<file path="config.mk">
export PLATFORM = sky130hd
export DESIGN_NAME = agsa_core
export DESIGN_NICKNAME = d
export VERILOG_FILES = /design/src/agsa_pkg.sv /design/src/agsa_add_if.sv /design/src/agsa_adder.sv /design/src/agsa_core.sv
export SDC_FILE = /design/constraint.sdc
export NUM_CORES = 1
export LEC_CHECK = 0
export BUFFER_PORTS_ARGS = -buffer_cell sky130_fd_sc_hd__buf_2
export CAP_MARGIN = 5
export CORE_ASPECT_RATIO = 0.7
export CORE_MARGIN = 2
export CORE_UTILIZATION = 45
export DETAILED_ROUTE_END_ITERATION = 16
export GPL_TIMING_DRIVEN = 1
export HOLD_SLACK_MARGIN = 0.02
export PLACE_DENSITY_LB_ADDON = 0.25
export SLEW_MARGIN = 20
export SYNTH_ARGS = -nofsm -noshare
export SYNTH_HDL_FRONTEND = slang
export SYNTH_SLANG_ARGS = --single-unit
</file>
<file path="constraint.sdc">
create_clock -name clock -period 4.8 [get_ports clock]
set_clock_uncertainty 0.15 [all_clocks]
set_input_delay 1.2 -clock clock [delete_from_list [all_inputs] [get_ports clock]]
set_output_delay 1.2 -clock clock [all_outputs]
set_load 0.02 [all_outputs]
</file>
<file path="src/agsa_pkg.sv">
// constants, operation forms and timing for the shifted add and
// stack long-align datapath.
// assumes a 24-bit address space and a 16-bit data memory word.
package agsa_pkg;

    localparam int ADDR_W = 24;
    localparam int WORD_W = 16;
    localparam int IMM_HI_W = 8;
    localparam int CNT_W = 3;
    localparam int IDX_W = 3;

    // operation forms presented by the decoder
    typedef enum logic [2:0] {
        AGSA_REG_REG,
        AGSA_REG_REG_OFS,
        AGSA_IMM16_REG,
        AGSA_IMM24_REG,
        AGSA_IMM16_DATA,
        AGSA_IMM24_DATA,
        AGSA_LONG_ALIGN
    } agsa_op_e;

    // execution cycles per form
    localparam logic [CNT_W-1:0] CYC_REG = 3'h1;
    localparam logic [CNT_W-1:0] CYC_IMM16 = 3'h2;
    localparam logic [CNT_W-1:0] CYC_IMM24 = 3'h3;
    localparam logic [CNT_W-1:0] CYC_DATA16 = 3'h4;
    localparam logic [CNT_W-1:0] CYC_DATA24 = 3'h5;
    localparam logic [CNT_W-1:0] CYC_ALIGN = 3'h3;

    // program words per form
    localparam logic [1:0] WORDS_REG = 2'h1;
    localparam logic [1:0] WORDS_IMM16 = 2'h2;
    localparam logic [1:0] WORDS_IMM24 = 2'h3;
    localparam logic [1:0] WORDS_ALIGN = 2'h1;

    // stack pointer steps
    localparam logic [ADDR_W-1:0] STACK_STEP_ODD = 24'h000002;
    localparam logic [ADDR_W-1:0] STACK_STEP_EVEN = 24'h000003;
    localparam logic [ADDR_W-1:0] STACK_STEP_POST = 24'h000002;

    // reset values
    localparam logic [ADDR_W-1:0] ADDR_RST = 24'h000000;
    localparam logic [WORD_W-1:0] WORD_RST = 16'h0000;

endpackage

</file>
<file path="src/agsa_add_if.sv">
// operand and sum bundle between the control module and the adder.
// assumes both ends share the same 24-bit address width.
`timescale 1ns/1ps
`default_nettype none
interface agsa_add_if;
    import agsa_pkg::*;
    logic [ADDR_W-1:0] opa;
    logic [ADDR_W-1:0] opb;
    logic              dbl;
    logic [ADDR_W-1:0] sum;
    modport user (output opa, output opb, output dbl, input sum);
    modport unit (input opa, input opb, input dbl, output sum);
endinterface
`default_nettype wire

</file>
<file path="src/agsa_adder.sv">
// 24-bit address adder with optional one-bit left shift of operand a.
// assumes operands are already extended to 24 bits by the caller.
`timescale 1ns/1ps
`default_nettype none
module agsa_adder
    import agsa_pkg::*;
(
    agsa_add_if.unit add
);
    logic [ADDR_W-1:0] shifted;
    logic [ADDR_W:0]   full;

    // bit 23 falls off the shift, and the carry is never kept
    assign shifted = add.dbl ? {add.opa[ADDR_W-2:0], 1'b0} : add.opa;
    assign full = {1'b0, shifted} + {1'b0, add.opb};
    assign add.sum = full[ADDR_W-1:0];
endmodule
`default_nettype wire

</file>
<file path="src/agsa_core.sv">
// shifted address add and stack long-align execution datapath.
// assumes the decoder holds start and operands for one cycle while
// busy is low, and the memory port takes one word per write strobe.
`timescale 1ns/1ps
`default_nettype none
module agsa_core
    import agsa_pkg::*;
(
    input  wire logic              clock,
    input  wire logic              rstn,
    input  wire logic              start,
    input  wire agsa_op_e          op,
    input  wire logic              two_operand,
    input  wire logic [IDX_W-1:0]  src2_idx,
    input  wire logic [IDX_W-1:0]  dest_idx,
    input  wire logic [ADDR_W-1:0] shift_src,
    input  wire logic [ADDR_W-1:0] add_src,
    input  wire logic [WORD_W-1:0] data_reg_source,
    input  wire logic [WORD_W-1:0] imm_lo,
    input  wire logic [IMM_HI_W-1:0] imm_hi,
    input  wire logic [ADDR_W-1:0] stack_pointer_in,
    output logic                   busy,
    output logic                   result_valid,
    output logic [ADDR_W-1:0]      result,
    output logic [IDX_W-1:0]       result_dest,
    output logic                   result_to_offset,
    output logic [1:0]             instr_words,
    output logic                   cc_write,
    output logic                   mem_we,
    output logic [ADDR_W-1:0]      mem_addr,
    output logic [WORD_W-1:0]      mem_wdata,
    output logic                   stack_pointer_we,
    output logic [ADDR_W-1:0]      stack_pointer_out
);

    typedef enum logic [1:0] {
        S_IDLE,
        S_ADD_WAIT,
        S_ALN_HI,
        S_ALN_LO
    } agsa_state_e;

    agsa_state_e       state_reg;
    agsa_state_e       state_next;
    logic [CNT_W-1:0]  cnt_reg;
    logic [ADDR_W-1:0] adj_reg;
    logic [ADDR_W-1:0] orig_reg;
    logic [ADDR_W-1:0] result_reg;
    logic              valid_reg;
    logic [IDX_W-1:0]  dest_reg;
    logic              ofs_reg;
    logic [1:0]        words_reg;
    logic              busy_reg;
    logic              cc_reg;
    logic              we_reg;
    logic [ADDR_W-1:0] addr_reg;
    logic [WORD_W-1:0] wdata_reg;
    logic              stack_we_reg;
    logic [ADDR_W-1:0] stack_reg;

    agsa_add_if add ();
    agsa_adder u_adder (.add(add));

    // operand decoding
    wire take = start && (state_reg == S_IDLE);
    wire is_align = (op == AGSA_LONG_ALIGN);
    wire is_data = (op == AGSA_IMM16_DATA) || (op == AGSA_IMM24_DATA);
    wire is_imm16 = (op == AGSA_IMM16_REG) || (op == AGSA_IMM16_DATA);
    wire is_imm24 = (op == AGSA_IMM24_REG) || (op == AGSA_IMM24_DATA);
    wire is_reg = (op == AGSA_REG_REG) || (op == AGSA_REG_REG_OFS);
    wire [ADDR_W-1:0] data_ext =
        {{(ADDR_W-WORD_W){data_reg_source[WORD_W-1]}},
         data_reg_source};
    wire [ADDR_W-1:0] imm16_ext =
        {{(ADDR_W-WORD_W){1'b0}}, imm_lo};
    wire [ADDR_W-1:0] imm24_val = {imm_hi, imm_lo};
    wire [ADDR_W-1:0] add_opb =
        is_imm16 ? imm16_ext : (is_imm24 ? imm24_val : add_src);
    wire [ADDR_W-1:0] shift_opa =
        is_data ? data_ext : shift_src;
    wire [ADDR_W-1:0] align_step =
        stack_pointer_in[0] ? STACK_STEP_ODD
                            : STACK_STEP_EVEN;

    // one adder serves both operations; they never overlap in time
    assign add.opa = (state_reg == S_ALN_HI) ? adj_reg
                   : (is_align ? stack_pointer_in : shift_opa);
    assign add.opb = (state_reg == S_ALN_HI) ? STACK_STEP_POST
                   : (is_align ? align_step : add_opb);
    assign add.dbl = (state_reg == S_IDLE) && !is_align;

    wire [CNT_W-1:0] op_cycles =
        is_reg ? CYC_REG
      : (op == AGSA_IMM16_REG) ? CYC_IMM16
      : (op == AGSA_IMM24_REG) ? CYC_IMM24
      : (op == AGSA_IMM16_DATA) ? CYC_DATA16
      : (op == AGSA_IMM24_DATA) ? CYC_DATA24
      : CYC_ALIGN;
    wire [1:0] op_words =
        is_align ? WORDS_ALIGN
      : is_imm16 ? WORDS_IMM16
      : is_imm24 ? WORDS_IMM24
      : WORDS_REG;
    wire [IDX_W-1:0] op_dest =
        two_operand ? src2_idx : dest_idx;
    wire [ADDR_W-1:0] low_word_addr = adj_reg - ADDR_W'(1);
    wire [WORD_W-1:0] orig_hi =
        {{(2*WORD_W-ADDR_W){1'b0}}, orig_reg[ADDR_W-1:WORD_W]};

    always_comb begin
        state_next = state_reg;
        case (state_reg)
            S_IDLE: begin
                if (take && is_align) begin
                    state_next = S_ALN_HI;
                end else if (take && op_cycles != CYC_REG) begin
                    state_next = S_ADD_WAIT;
                end
            end
            S_ADD_WAIT: begin
                if (cnt_reg == 3'h1) begin
                    state_next = S_IDLE;
                end
            end
            S_ALN_HI: state_next = S_ALN_LO;
            S_ALN_LO: state_next = S_IDLE;
            default: state_next = S_IDLE;
        endcase
    end

    always_ff @(posedge clock or negedge rstn) begin
        if (!rstn) begin
            state_reg <= S_IDLE;
            cnt_reg <= 3'h0;
            busy_reg <= 1'b0;
        end else begin
            state_reg <= state_next;
            if (take) begin
                cnt_reg <= op_cycles - 3'h1;
            end else if (cnt_reg != 3'h0) begin
                cnt_reg <= cnt_reg - 3'h1;
            end
            busy_reg <= (state_next != S_IDLE);
        end
    end

    // shifted add result and its destination
    always_ff @(posedge clock or negedge rstn) begin
        if (!rstn) begin
            result_reg <= ADDR_RST;
            dest_reg <= 3'h0;
            ofs_reg <= 1'b0;
            words_reg <= 2'h0;
        end else if (take) begin
            if (!is_align) begin
                result_reg <= add.sum;
                dest_reg <= op_dest;
                ofs_reg <= (op == AGSA_REG_REG_OFS);
            end
            words_reg <= op_words;
        end
    end

    always_ff @(posedge clock or negedge rstn) begin
        if (!rstn) begin
            valid_reg <= 1'b0;
        end else begin
            valid_reg <= (take && !is_align && op_cycles == CYC_REG)
                      || (state_reg == S_ADD_WAIT && cnt_reg == 3'h1);
        end
    end

    // stack long-align sequence
    always_ff @(posedge clock or negedge rstn) begin
        if (!rstn) begin
            adj_reg <= ADDR_RST;
            orig_reg <= ADDR_RST;
        end else if (take && is_align) begin
            adj_reg <= add.sum;
            orig_reg <= stack_pointer_in;
        end
    end

    always_ff @(posedge clock or negedge rstn) begin
        if (!rstn) begin
            we_reg <= 1'b0;
            addr_reg <= ADDR_RST;
            wdata_reg <= WORD_RST;
            stack_we_reg <= 1'b0;
            stack_reg <= ADDR_RST;
        end else begin
            we_reg <= (state_reg == S_ALN_HI) || (state_reg == S_ALN_LO);
            stack_we_reg <= (state_reg == S_ALN_LO);
            if (state_reg == S_ALN_HI) begin
                addr_reg <= adj_reg;
                wdata_reg <= orig_hi;
                stack_reg <= add.sum;
            end else if (state_reg == S_ALN_LO) begin
                addr_reg <= low_word_addr;
                wdata_reg <= orig_reg[WORD_W-1:0];
            end
        end
    end

    // status flags are never written by either operation
    always_ff @(posedge clock or negedge rstn) begin
        if (!rstn) begin
            cc_reg <= 1'b0;
        end else begin
            cc_reg <= 1'b0;
        end
    end

    assign busy = busy_reg;
    assign result_valid = valid_reg;
    assign result = result_reg;
    assign result_dest = dest_reg;
    assign result_to_offset = ofs_reg;
    assign instr_words = words_reg;
    assign cc_write = cc_reg;
    assign mem_we = we_reg;
    assign mem_addr = addr_reg;
    assign mem_wdata = wdata_reg;
    assign stack_pointer_we = stack_we_reg;
    assign stack_pointer_out = stack_reg;
endmodule
`default_nettype wire

</file>
* Yosys cells after proc, flatten, opt, wreduce, memory -nomap -nowiden
Cells that the tools add are included.
** Storage, ports and cells
- Register bits after elaboration :: 151
- Input bits :: 125
- Output and inout port bits :: 99
- Logic and storage cells :: 81
** Cells by class
- Add/subtract/negate cells :: 4
- Eq/ne operators :: 12
- Mux-type cells :: 28
- Bitwise operators :: 1
- Reduce and logical (&&, ||, !) cells :: 21
** Operators with widths (number)
- 24-bit two-way mux :: 10
- 16-bit two-way mux :: 2
- 24-bit adder :: 1
- 3-bit two-way mux :: 8
- 24-bit by 1-bit subtractor with 24-bit output, second input constant :: 1
- 2-bit two-way mux :: 6
- 3-bit by 1-bit equality test with 1-bit output, second input constant :: 3
- 3-bit equality test, second input constant :: 3
- 2-bit case mux with 4 select lines :: 1
- 1-bit logical AND :: 7
- 3-bit by 2-bit equality test with 1-bit output, second input constant :: 2
- 1-bit logical OR :: 6
- 2-bit nonzero test :: 3
- 3-bit by 1-bit subtractor with 3-bit output, second input constant :: 2
- 2-bit equality test, second input constant :: 2
- 3-bit logical NOT :: 1
- 3-bit by 1-bit != test with 1-bit output, second input constant :: 1
- 3-bit nonzero test :: 1
- 2-bit by 1-bit equality test with 1-bit output, second input constant :: 1
- 2-bit logical NOT :: 1
- 2-bit AND reduction :: 1
- 1-bit logical NOT :: 1
- 1-bit two-way mux :: 1
- 1-bit inverter :: 1

* Depth between registers and ports, before layout
Gate-level depths: netlist of run 1.
- Depth after elaboration :: 12
- Gate-level depth with buffers :: 18
- Mapped depth without buffers :: 15

* Cells and area by module
From an unflattened synthesis of run 1, not the netlist that was laid out.
** Second synthesis, totals
- Cell total of the unflattened synthesis :: 954
- Area total of the unflattened synthesis :: 8963.6 µm²
** By module, submodules not included
- agsa_core :: instances 1, cells an instance 764, area an instance 7464.7 µm², seq. area each 3778.6 µm²
- agsa_adder :: instances 1, cells an instance 190, area an instance 1498.9 µm², seq. area each 0.0 µm²

* Least setup slack after synthesis of run 1
No wires, ideal clock.
- Kind :: input port to flip-flop
- Start point :: in op[1]
- End point :: reg adj_reg[18]
- Setup time :: 0.135 ns
- Arrival :: 4.622 ns
- Required time :: 4.515 ns
- Slack :: -0.107 ns
- Stages on the path :: 18
- Buffers on the path :: 3
- Path through :: clkbuf_1 > inv_1 > ha_1 > clkbuf_1 > clkbuf_1 > mux2i_1 > a211oi_1 > a21oi_1 > nor2_1 > ha_1 > fa_1 > a21o_1 > a31o_2 > nand3_1 > o211ai_1 > a211oi_1 > xor2_1 > o21ai_0
** On the way
- Cells in the longest elaborated chain, start to end :: 7
- Elaborated cells on any way between the ends :: 20
- Those cells by class :: add/sub (1); eq/ne (5); mux (8); reduce/logical (6)
** Ends and longest elaborated chain
- start, declared :: line agsa_core.sv:12 : input wire agsa_op_e op,
- 3-bit equality test (tied with other cells) :: line agsa_core.sv:67, agsa_core.sv:68
- 1-bit logical OR, on equally long branches :: line agsa_core.sv:67, agsa_core.sv:69
- 24-bit two-way mux, on equally long branches :: line agsa_core.sv:80, agsa_core.sv:78
- 24-bit two-way mux, on equally long branches :: line agsa_core.sv:87, agsa_core.sv:78
- 24-bit two-way mux, on equally long branches :: line agsa_core.sv:86, agsa_core.sv:89
- 24-bit two-way mux, on equally long branches :: line agsa_adder.sv:14, agsa_core.sv:88
- 24-bit adder :: line agsa_adder.sv:15 : assign full = {1'b0, shifted} + {1'b0, add.opb};
- end signal, assigned :: line agsa_core.sv:179 : adj_reg <= add.sum;
- end, declared :: line agsa_core.sv:46 : logic [ADDR_W-1:0] adj_reg;
Parallel ways exist; a longest one is shown, timed or not.
A chain may end at the register's enable or synchronous reset.

* Worst setup path after layout of run 1
- Start point :: in op[1]
- End point :: reg stack_reg[18] (netlist: stack_pointer_out[18])
** On the way
- Cells in the longest elaborated chain, start to end :: 7
- Elaborated cells on any way between the ends :: 19
- Those cells by class :: add/sub (1); eq/ne (5); mux (8); reduce/logical (5)
** Ends and longest elaborated chain
- 3-bit equality test (tied with other cells) :: line agsa_core.sv:67, agsa_core.sv:68
- 1-bit logical OR, on equally long branches :: line agsa_core.sv:67, agsa_core.sv:69
- 24-bit two-way mux, on equally long branches :: line agsa_core.sv:80, agsa_core.sv:78
- 24-bit two-way mux, on equally long branches :: line agsa_core.sv:87, agsa_core.sv:78
- 24-bit two-way mux, on equally long branches :: line agsa_core.sv:86, agsa_core.sv:89
- 24-bit two-way mux, on equally long branches :: line agsa_adder.sv:14, agsa_core.sv:88
- 24-bit adder (*) :: line agsa_adder.sv:15
- end signal, assigned :: line agsa_core.sv:197 : stack_reg <= add.sum;
- end, declared :: line agsa_core.sv:59 : logic [ADDR_W-1:0] stack_reg;
Every way passes the cells marked *; elsewhere a longest branch is shown, timed or not.

==> results of run 1 <==
==> cell usage after synthesis (all sizes together), types with 15 or more instances <==
library cell | instances | area [um2]
xor2 | 23 | 201
o21ai | 85 | 425
nand2 | 225 | 845
clkbuf | 53 | 199
inv | 20 | 75.1
mux2i | 49 | 490
xnor2 | 21 | 184
a211oi | 17 | 128
dfrtp | 151 | 3780
a21oi | 108 | 541
nor2 | 91 | 342
nand3 | 15 | 75.1
ha | 30 | 375
==> routing by layer <==
layer	GRT usage [%]	vias up	share of wire, %	routed length (um)
li1	-	4020	-	-
met1	44.0	3930	48	13700
met2	40.4	342	42	12000
met3	8.51	30	9.4	2710
met4	6.52	0	1.4	390
met5	0	-	0	0
==> layout make-up <==
class,instances,area share [%]
clock buffers,21,4.22
clock inverters,11,1.25
inverters,20,0.673
multi-input cells,776,40.6
flip-flops and latches,151,33.9
well taps,242,2.72
repair buffers,314,16.7
==> logic make-up (layout without fill, tap and decap cells) <==
group	Yosys count	count (layout)	share of synthesized area (%)
AND/OR/NAND/NOR	387	387	19.4
AO/OA/AOI/OAI	259	259	17.3
flip-flops	151	151	43.9
buffers and inverters	84	366	3.95
multiplexers	54	54	6.35
XOR/XNOR	44	44	4.48
adder cells (fa/ha/maj)	31	31	4.59
other	1	1	0.0436
==> path summary, 6_finish.rpt <==
check	start	end	slack, ns
hold reg to reg	result[1]	result[1]	0.33
hold / removal	result[1]	result[1]	0.33
setup / recovery	op[1]	stack_pointer_out[18]	0.33
min in group asynchronous	rstn	mem_addr[8]	0.60
setup reg to reg	state_reg[1]	stack_pointer_out[18]	0.80
max in group asynchronous	rstn	result[20]	2.96
==> metrics by stage <==
stage	TNS (ns)	util [%]	hold slack, ns	power (W)
2_1_floorplan	0	-	0.295	0.00450
3_3_place_gp	-0.00831	56.0	0.307	0.00610
3_5_place_dp	-0.216	56.0	0.307	0.00615
4_1_cts	0	59.3	0.330	0.00758
5_1_grt	0	59.3	0.339	0.00811
6_report	0	59.3	0.330	0.00760
==> power by group through the flow <==
| stage | registers [W] | logic, W | clock network (W) |
|---|---|---|---|
| 2_1_floorplan | 0.00270 | 0.00180 | 0 |
| 3_3_place_gp | 0.00239 | 0.00371 | 0 |
| 3_5_place_dp | 0.00240 | 0.00375 | 0 |
| 4_1_cts | 0.00239 | 0.00378 | 0.00140 |
| 5_1_grt | 0.00247 | 0.00416 | 0.00147 |
| 6_report | 0.00241 | 0.00380 | 0.00139 |
==> worst max-delay path, cell delays in order <==
cell      delay, ns
buf_2          0.12
buf_4          0.16
nand3b_1       0.22
buf_12         0.24
nor2_1         0.06
a211oi_1       0.23
a21oi_1        0.10
buf_4          0.18
mux2i_1        0.20
ha_1           0.28
a21o_1         0.23
a31o_2         0.28
nand3_1        0.09
o211ai_1       0.21
a211oi_1       0.32
xor2_1         0.34
o21ai_0        0.12
==> summary.txt, run 1 <==
Pwr
  – Worst vdd rail ir drop: 0.000352 V
  – Switching portion of total power: 44.4%
  – Comb power frac: 50.0%
  – Portion of total power attributed to the clock network: 18.3%
  – Net switching power figure: 0.00337 W
  – PD cells: 681 nW/um2
  – Part of the total power dissipated in sequential elements: 31.7%
  – Leak: 5.62 nW
  – Internal power: 0.00422 W

Routing
  – Number of DRC markers in iteration 0: 585
  – Via Count: 8322
  – Detailed Routing Iterations Pass 1: 5
  – Vias per inst: 5.42
  – Wire length reported by the detailed router: 28800 um
  – Average wire per cell in the routed design: 18.8 um
  – Post-route ant nets: 0
  – Drc violations: 0

Timing
  – Max-slew violations: 0
  – Measured slew at the worst slew-check pin: 0.943 ns
  – Count of endpoints failing setup in the final report: 0
  – FMAX: 0.224 GHz
  – Worst rel slew slack: 36.9%
  – Final cycle utilization of the critical path: 93.2%
  – Setup repair after global routing missed its margin: false
  – Total count of hold-check failures in the final report: 0
  – Minimum setup slack in the final design: 0.329 ns
  – Post-layout minimum cycle time: 4.47 ns

GRT
  – Via count of the first global-routing pass: 7922
  – Initial antenna violation count: 0
  – Global-route wire length before repair: 44400 um
  – Remaining global-route overflow: 0
  – Global-route usage over all layers: 28.9%
  – Maximum number of pins on one net before global-route repair: 76

Setup path
  – Worst Setup Path Type: input pin to register
  – CP Data Required Time: 4.94 ns
  – Type of element capturing the critical path: register
  – FF-to-FF path depth: 13
  – Startpoint Class: input pin
  – Arrival time of data at the critical path endpoint: 4.61 ns
  – Max FO, Critical Path: 41

Min path
  – Cell depth of the worst hold path: 2
  – Worst hold-check path type: register to register

Final layout
  – Area used by sequential logic in the layout: 3780 um2
  – Summed area of non-filler cells in the final layout: 11100 um2
  – Final instance count without filler cells: 1535
  – Area used by multi-input combinational logic: 4520 um2
  – Fillcell total: 1699
  – Area Growth Syn to Fin: 29.5%
  – Fraction of layout instances using a drive strength above 1: 28.2%
  – Most common cell after layout, fill and taps aside: nand2_1
  – Nets: 1436
  – Ant diodes: 0
  – Highest-count cells in the layout ignoring fill and taps: nand2_1, buf_2, dfrtp_1, a21oi_1, nor2_1

Logic synthesis
  – Top flip-flop cell by instance count after synthesis: dfrtp_1
  – Count of distinct cell types in the synthesized netlist: 56
  – Post-Syn Nets: 1167
  – Share of synthesized flip-flops with an asynchronous set or reset: 100%
  – Number of instances in the synthesized netlist: 1011
  – Number of synthesized flops with an enable pin: 0
  – Sequential-to-total area share from yosys stat: 43.9%
  – Post-synthesis cell area: 8610 um2
  – Synthesized area per cell: 8.52 um2
  – Synthesis Warnings: 0
  – Number of synthesized register bits: 151

Place
  – Setup WS pre-CTS: -0.0717 ns
  – Count of input and output buffers: 222
  – Dpl hpwl: 22000 um
  – Routability congestion estimate: 0.960
  – Total placed instance area: 10500 um2
  – Placed cell count: 1503

Flow run
  – Maximum capacitance violations: 0

Die
  – Core Region: 18800 um2
  – Boundary pin count: 224
  – FP Rows: 42
  – Die outline height: 120 um
  – Initial cell density of the core: 45.8%
  – Total die area: 20300 um2
  – Chip Width: 169 um

Outcome
  – Result of the run: finished, final reports clean

CTS
  – Setup bufs post-CTS: 0
  – Root Buffer: clkbuf_16
  – CTS Buf Count: 17
  – Number of cells upsized or downsized after cts: 0
  – Htree depth: 4
  – Clock Path Buffers: 2
  – Hold-fix buffers, CTS: 0
  – Clock tree from TritonCTS: built
  – Number of sinks on the clock net: 151
  – Later-pin clock latency in the skew report: 0.43 ns
  – Clock input transition at the sequential cells of the worst setup and hold paths: 0.06 ns
Note: power is estimated with default switching activity, not from simulation.
==> inputs of run 2 (changes only) <==
Settings changed: MAX_ROUTING_LAYER set to met4.
==> run 2 against run 1 <==
  * Highest routed layer unchanged
  * Setup slack got worse by 0.11 ns
  * Clock-buffer cell count shrank 1
  * Critical endpoint is now adj_reg[18]
  * Die area stayed put
  * Non-clock buffer count is 1 higher
  * Global-route usage rose by 0.47 points
  * Largest power group unchanged
  * Clock power about the same
  * Combinational power about the same
  * Power barely moved
  * Via count is 0.13% higher
  * Hold slack got worse by 0.0047 ns
  * Sequential share of layout area fell by 0.061 points
  * Cell count grew 0.13%
==> summary.txt, run 2 (same netlist as run 1, synthesis figures left out) <==
Die
  – FP Rows: 42 (unchanged)
  – Boundary pin count: 224 (unchanged)
  – Total die area: 20300 um2 (unchanged)
  – Core Region: 18800 um2 (unchanged)
  – Initial cell density of the core: 45.8% (unchanged)
  – Chip Width: 169 um (unchanged)
  – Die outline height: 120 um (unchanged)

Pwr
  – Part of the total power dissipated in sequential elements: 31.9% (was 31.7%)
  – Internal power: 0.00422 W (about the same)
  – PD cells: 680 nW/um2 (was 681 nW/um2)
  – Net switching power figure: 0.00337 W (about the same)
  – Worst vdd rail ir drop: 0.000325 V (was 0.000352 V)
  – Switching portion of total power: 44.4% (about the same)
  – Portion of total power attributed to the clock network: 18.2% (was 18.3%)
  – Design Power: 0.00759 W (was 0.00760 W)
  – Leak: 5.62 nW (about the same)
  – Comb power frac: 49.9% (was 50.0%)

Final layout
  – Area Growth Syn to Fin: 29.7% (was 29.5%)
  – Most common cell after layout, fill and taps aside: nand2_1 (unchanged)
  – Fillcell total: 1704 (was 1699)
  – Nets: 1437 (was 1436)
  – Summed area of non-filler cells in the final layout: 11200 um2 (was 11100 um2)
  – Highest-count cells in the layout ignoring fill and taps: nand2_1, buf_2, dfrtp_1, a21oi_1, nor2_1 (unchanged)
  – Area used by sequential logic in the layout: 3780 um2 (unchanged)
  – Area used by multi-input combinational logic: 4520 um2 (unchanged)
  – Fraction of layout instances using a drive strength above 1: 28.4% (was 28.2%)

Min path
  – Terminating pin of the worst hold path: orig_reg[0] (was result[1])
  – Hold path startpoint: orig_reg[0] (was result[1])
  – Worst hold-check path type: register to register (unchanged)
  – Cell depth of the worst hold path: 2 (unchanged)

CTS
  – Clock tree from TritonCTS: built (unchanged)
  – Clock Path Buffers: 2 (unchanged)
  – Root Buffer: clkbuf_16 (unchanged)
  – Htree depth: 4 (unchanged)
  – Number of sinks on the clock net: 151 (unchanged)
  – Setup bufs post-CTS: 0 (unchanged)
  – CTS Buf Count: 17 (unchanged)
  – Number of cells upsized or downsized after cts: 0 (unchanged)
  – Later-pin clock latency in the skew report: 0.43 ns (about the same)
  – Hold-fix buffers, CTS: 0 (unchanged)
  – Clock input transition at the sequential cells of the worst setup and hold paths: 0.06 ns (about the same)

Timing
  – Final cycle utilization of the critical path: 95.4% (was 93.2%)
  – Max-slew violations: 0 (unchanged)
  – Count of endpoints failing setup in the final report: 0 (unchanged)
  – Setup repair after global routing missed its margin: false (unchanged)
  – Worst rel slew slack: 36.2% (was 36.9%)
  – Post-layout minimum cycle time: 4.58 ns (was 4.47 ns)
  – Total count of hold-check failures in the final report: 0 (unchanged)
  – Measured slew at the worst slew-check pin: 0.954 ns (was 0.943 ns)
  – FMAX: 0.218 GHz (was 0.224 GHz)
  – Aggregate negative setup slack: 0 ns (unchanged)

Routing
  – Wire length reported by the detailed router: 28400 um (was 28800 um)
  – Number of DRC markers in iteration 0: 700 (was 585)
  – Via Count: 8333 (was 8322)
  – Detailed Routing Iterations Pass 1: 5 (unchanged)
  – Post-route ant nets: 0 (unchanged)
  – Average wire per cell in the routed design: 18.5 um (was 18.8 um)
  – Vias per inst: 5.42 (about the same)
  – Drc violations: 0 (unchanged)

Place
  – Total placed instance area: 10600 um2 (was 10500 um2)
  – Routability congestion estimate: 0.964 (was 0.960)
  – Dpl hpwl: 22000 um (about the same)
  – Count of input and output buffers: 222 (unchanged)

Setup path
  – FF-to-FF path depth: 12 (was 13)
  – Reg-to-reg critical path endpoint: adj_reg[18] (was stack_pointer_out[18])
  – Arrival time of data at the critical path endpoint: 4.71 ns (was 4.61 ns)
  – Slack of the worst reg-to-reg path: 0.67 ns (was 0.80 ns)
  – Startpoint Class: input pin (unchanged)
  – Type of element capturing the critical path: register (unchanged)
  – CP Data Required Time: 4.94 ns (about the same)
  – Origin of the critical flop-to-flop path: state_reg[1] (unchanged)
  – Worst Setup Path Type: input pin to register (unchanged)
  – Max FO, Critical Path: 38 (was 41)

GRT
  – Remaining global-route overflow: 0 (unchanged)
  – Maximum number of pins on one net before global-route repair: 88 (was 76)
  – Initial antenna violation count: 1 (was 0)
  – Via count of the first global-routing pass: 8059 (was 7922)
  – Global-route usage over all layers: 29.4% (was 28.9%)
  – Global-route wire length before repair: 44000 um (was 44400 um)

Outcome
  – Result of the run: finished, final reports clean (unchanged)

Flow run
  – Maximum capacitance violations: 0 (unchanged)
run 2: cell types whose count changed in the layout (fill, tap and decap cells not counted), sizes merged:
cell      previous run  this run
clkinvlp             1         3
buf                314       315
clkbuf              21        20
diode                0         1
inv                 24        23
run 2: metrics by stage:
stage	hold WS (ns)	std cells	setup slack [ns]	util, %
6_report	0.325	1537	0.222	59.4
5_1_grt	0.351	1537	0.0972	59.4
4_1_cts	0.329	1536	0.305	59.3
3_5_place_dp	0.307	1504	-0.106	56.1
3_3_place_gp	0.306	1504	-0.00450	56.1
2_1_floorplan	0.295	1011	0.0942	-
run 2: area by class of cell:
class / count / share of cell area [%]
tap: 242 / 2.71
clock inverter: 12 / 1.25
inverter: 20 / 0.672
antenna: 1 / 0.0224
clock buffer: 20 / 4.18
multi-input combinational: 776 / 40.5
timing repair buffer: 315 / 16.8
sequential: 151 / 33.8
run 2: worst max-delay path by stage:
stage,from,end,slack (ns),depth (start not counted)
finish,op[1],adj_reg[18],0.22,17
global route,op[1],adj_reg[19],0.1,17
global placement,op[1],adj_reg[22],-0.004,18
detailed placement,op[1],adj_reg[18],-0.11,17
floorplan,op[1],adj_reg[18],0.09,18
CTS,op[1],adj_reg[18],0.30,17
run 2: power groups by stage:
stage | Combinational [W] | Sequential (W) | Clock [W]
global route | 0.00415 | 0.00249 | 0.00145
detailed placement | 0.00376 | 0.00240 | 0
finish | 0.00378 | 0.00242 | 0.00138
global placement | 0.00370 | 0.00240 | 0
CTS | 0.00377 | 0.00240 | 0.00140
floorplan | 0.00180 | 0.00270 | 0
run 2: layer usage:
layer / part of all wire (%) / GRT usage, % / vias to the layer above / routed length, um
met3: 7.7 / 7.12 / 27 / 2190
met5: 0 / - / - / 0
met2: 42 / 41.2 / 294 / 11900
met1: 49 / 43.2 / 3995 / 13900
met4: 1.3 / 6.41 / 0 / 365
li1: - / - / 4017 / -
run 2: critical path, cell delays in order:
cell and delay [ns]:
buf_2 0.12, buf_4 0.16, nand3b_1 0.23, buf_12 0.23
nor2_1 0.06, a211oi_1 0.23, a21oi_1 0.10, buf_4 0.17
mux2i_1 0.21, ha_1 0.29, a21o_1 0.23, a31o_2 0.28
nand3_1 0.10, o211ai_1 0.22, a211oi_1 0.36, xor2_1 0.34
o21ai_0 0.15
==> inputs of run 3 (changes only) <==
Settings changed: CORE_UTILIZATION 45 to 50.
==> run 3 against run 2 <==
  * Maximum frequency up 0.76%
  * First-iteration DRC count up 18%
  * Hold slack about the same
  * Setup slack better by 0.034 ns
  * Routed wire length up 0.47%
==> summary.txt, run 3 (same netlist as run 1, synthesis figures left out) <==
Outcome
  – Result of the run: finished, final reports clean (unchanged)

Routing
  – Via Count: 8413 (was 8333)
  – Drc violations: 0 (unchanged)
  – Number of DRC markers in iteration 0: 824 (was 700)
  – Post-route ant nets: 0 (unchanged)
  – Detailed Routing Iterations Pass 1: 7 (was 5)
  – Average wire per cell in the routed design: 18.9 um (was 18.5 um)
  – Wire length reported by the detailed router: 28500 um (was 28400 um)
  – Vias per inst: 5.58 (was 5.42)

GRT
  – Global-route wire length before repair: 44600 um (was 44000 um)
  – Global-route usage over all layers: 33.1% (was 29.4%)
  – Maximum number of pins on one net before global-route repair: 90 (was 88)
  – Via count of the first global-routing pass: 8137 (was 8059)
  – Initial antenna violation count: 0 (was 1)
  – Remaining global-route overflow: 0 (unchanged)

Setup path
  – Startpoint Class: input pin (unchanged)
  – Worst Setup Path Type: input pin to register (unchanged)
  – Origin of the critical flop-to-flop path: state_reg[1] (unchanged)
  – FF-to-FF path depth: 15 (was 12)
  – Reg-to-reg critical path endpoint: result[20] (was adj_reg[18])
  – CP startpoint: op[1] (unchanged)
  – Slack of the worst reg-to-reg path: 0.83 ns (was 0.67 ns)
  – Type of element capturing the critical path: register (unchanged)
  – Arrival time of data at the critical path endpoint: 4.65 ns (was 4.71 ns)
  – CP Data Required Time: 4.91 ns (was 4.94 ns)
  – Max FO, Critical Path: 7 (was 38)

Pwr
  – Leak: 5.53 nW (was 5.62 nW)
  – Worst vdd rail ir drop: 0.000381 V (was 0.000325 V)
  – Switching portion of total power: 45.4% (was 44.4%)
  – Internal power: 0.00411 W (was 0.00422 W)
  – Part of the total power dissipated in sequential elements: 32.1% (was 31.9%)
  – Comb power frac: 49.3% (was 49.9%)
  – Portion of total power attributed to the clock network: 18.6% (was 18.2%)
  – PD cells: 685 nW/um2 (was 680 nW/um2)
  – Net switching power figure: 0.00342 W (was 0.00337 W)

Min path
  – Terminating pin of the worst hold path: orig_reg[2] (was orig_reg[0])
  – Worst hold-check path type: register to register (unchanged)
  – Hold path startpoint: orig_reg[2] (was orig_reg[0])
  – Cell depth of the worst hold path: 2 (unchanged)

Final layout
  – Ant diodes: 0 (was 1)
  – Highest-count cells in the layout ignoring fill and taps: nand2_1, buf_2, dfrtp_1, a21oi_1, nor2_1 (unchanged)
  – Summed area of non-filler cells in the final layout: 11000 um2 (was 11200 um2)
  – Area Growth Syn to Fin: 27.7% (was 29.7%)
  – Most common cell after layout, fill and taps aside: nand2_1 (unchanged)
  – Fraction of layout instances using a drive strength above 1: 27.3% (was 28.4%)
  – Nets: 1419 (was 1437)
  – Final Core Density: 64.6% (was 59.4%)

Timing
  – FMAX: 0.220 GHz (was 0.218 GHz)
  – Setup repair after global routing missed its margin: false (unchanged)
  – Aggregate negative setup slack: 0 ns (unchanged)
  – Worst rel slew slack: 38.0% (was 36.2%)
  – Post-layout minimum cycle time: 4.54 ns (was 4.58 ns)
  – Total count of hold-check failures in the final report: 0 (unchanged)
  – Count of endpoints failing setup in the final report: 0 (unchanged)
  – Minimum setup slack in the final design: 0.256 ns (was 0.222 ns)
  – Final cycle utilization of the critical path: 94.7% (was 95.4%)
  – Measured slew at the worst slew-check pin: 0.928 ns (was 0.954 ns)
  – Max-slew violations: 0 (unchanged)
  – Hold WS: 0.325 ns (about the same)

Die
  – Die outline height: 114 um (was 120 um)
  – FP Rows: 40 (was 42)
  – Total die area: 18300 um2 (was 20300 um2)
  – Boundary pin count: 224 (unchanged)
  – Core Region: 17000 um2 (was 18800 um2)
  – Initial cell density of the core: 50.6% (was 45.8%)
  – Chip Width: 161 um (was 169 um)

CTS
  – CTS Buf Count: 17 (unchanged)
  – Number of cells upsized or downsized after cts: 0 (unchanged)
  – Later-pin clock latency in the skew report: 0.44 ns (was 0.43 ns)
  – Htree depth: 4 (unchanged)
  – Root Buffer: clkbuf_16 (unchanged)
  – Number of sinks on the clock net: 151 (unchanged)
  – Clock input transition at the sequential cells of the worst setup and hold paths: 0.07 ns (was 0.06 ns)
  – Clock Path Buffers: 2 (unchanged)
  – Setup bufs post-CTS: 0 (unchanged)
  – Clock tree from TritonCTS: built (unchanged)
  – Hold-fix buffers, CTS: 0 (unchanged)

Place
  – Count of input and output buffers: 222 (unchanged)
  – Setup WS pre-CTS: -0.134 ns (was -0.106 ns)
  – Routability congestion estimate: 0.972 (was 0.964)
  – Dpl hpwl: 21800 um (was 22000 um)
  – Total placed instance area: 10400 um2 (was 10600 um2)

Flow run
  – Maximum capacitance violations: 0 (unchanged)
## run 3: changes by cell type in the layout (fill, tap and decap cells not counted), sizes merged
cell      delta
buf         -18
clkinv       -1
clkbuf       -1
clkinvlp     -1
inv          +3
diode        -1
## run 3: power by group through the flow
stage                     Sequential, W  Combinational (W)  Clock (W)
after floorplan                 0.00270            0.00180          0
after global placement          0.00240            0.00363          0
after detailed placement        0.00241            0.00367          0
after CTS                       0.00240            0.00369    0.00140
after global routing            0.00248            0.00406    0.00147
final                           0.00242            0.00372    0.00140
## run 3: cell type report
cell class / count / area (um2)
clock buffer: 19 / 443
clock inverter: 13 / 159
fill: 1485 / 6020
inverter: 20 / 75.1
multi-input combinational: 776 / 4520
sequential: 151 / 3780
tap: 231 / 289
timing repair buffer: 297 / 1730
## run 3: critical path, cell delays in order
cell	delay, ns
buf_2	0.12
inv_1	0.06
ha_1	0.23
buf_12	0.15
buf_4	0.18
mux2i_1	0.16
a211oi_1	0.41
a21oi_1	0.12
mux2i_1	0.22
ha_1	0.29
and3_1	0.21
and4_1	0.19
o21ai_0	0.12
nand3_1	0.32
a21oi_1	0.27
xor2_1	0.25
o21ai_0	0.14
## run 3: routing by layer
| layer | share of wire (%) | GRT usage [%] | vias to the layer above |
|---|---|---|---|
| met5 | 0 | - | - |
| met4 | 1.9 | 7.74 | 0 |
| met3 | 8.8 | 8.18 | 44 |
| met2 | 42 | 46.4 | 388 |
| met1 | 48 | 48.4 | 4012 |
| li1 | - | - | 3969 |
## run 3: stage by stage
stage,cells,total power (W)
6_report,1507,0.00754
5_1_grt,1507,0.00801
4_1_cts,1507,0.00749
3_5_place_dp,1475,0.00608
3_3_place_gp,1475,0.00603
2_1_floorplan,1011,0.00450
## run 3: how the worst max path moves through the flow
stage / to / slack (ns) / depth (start not counted)
after floorplan: adj_reg[18] / 0.09 / 18
after global placement: result[15] / -0.13 / 17
after detailed placement: result[15] / -0.13 / 17
after CTS: result[15] / 0.29 / 17
after global routing: result[19] / 0.03 / 18
final: result[15] / 0.26 / 17
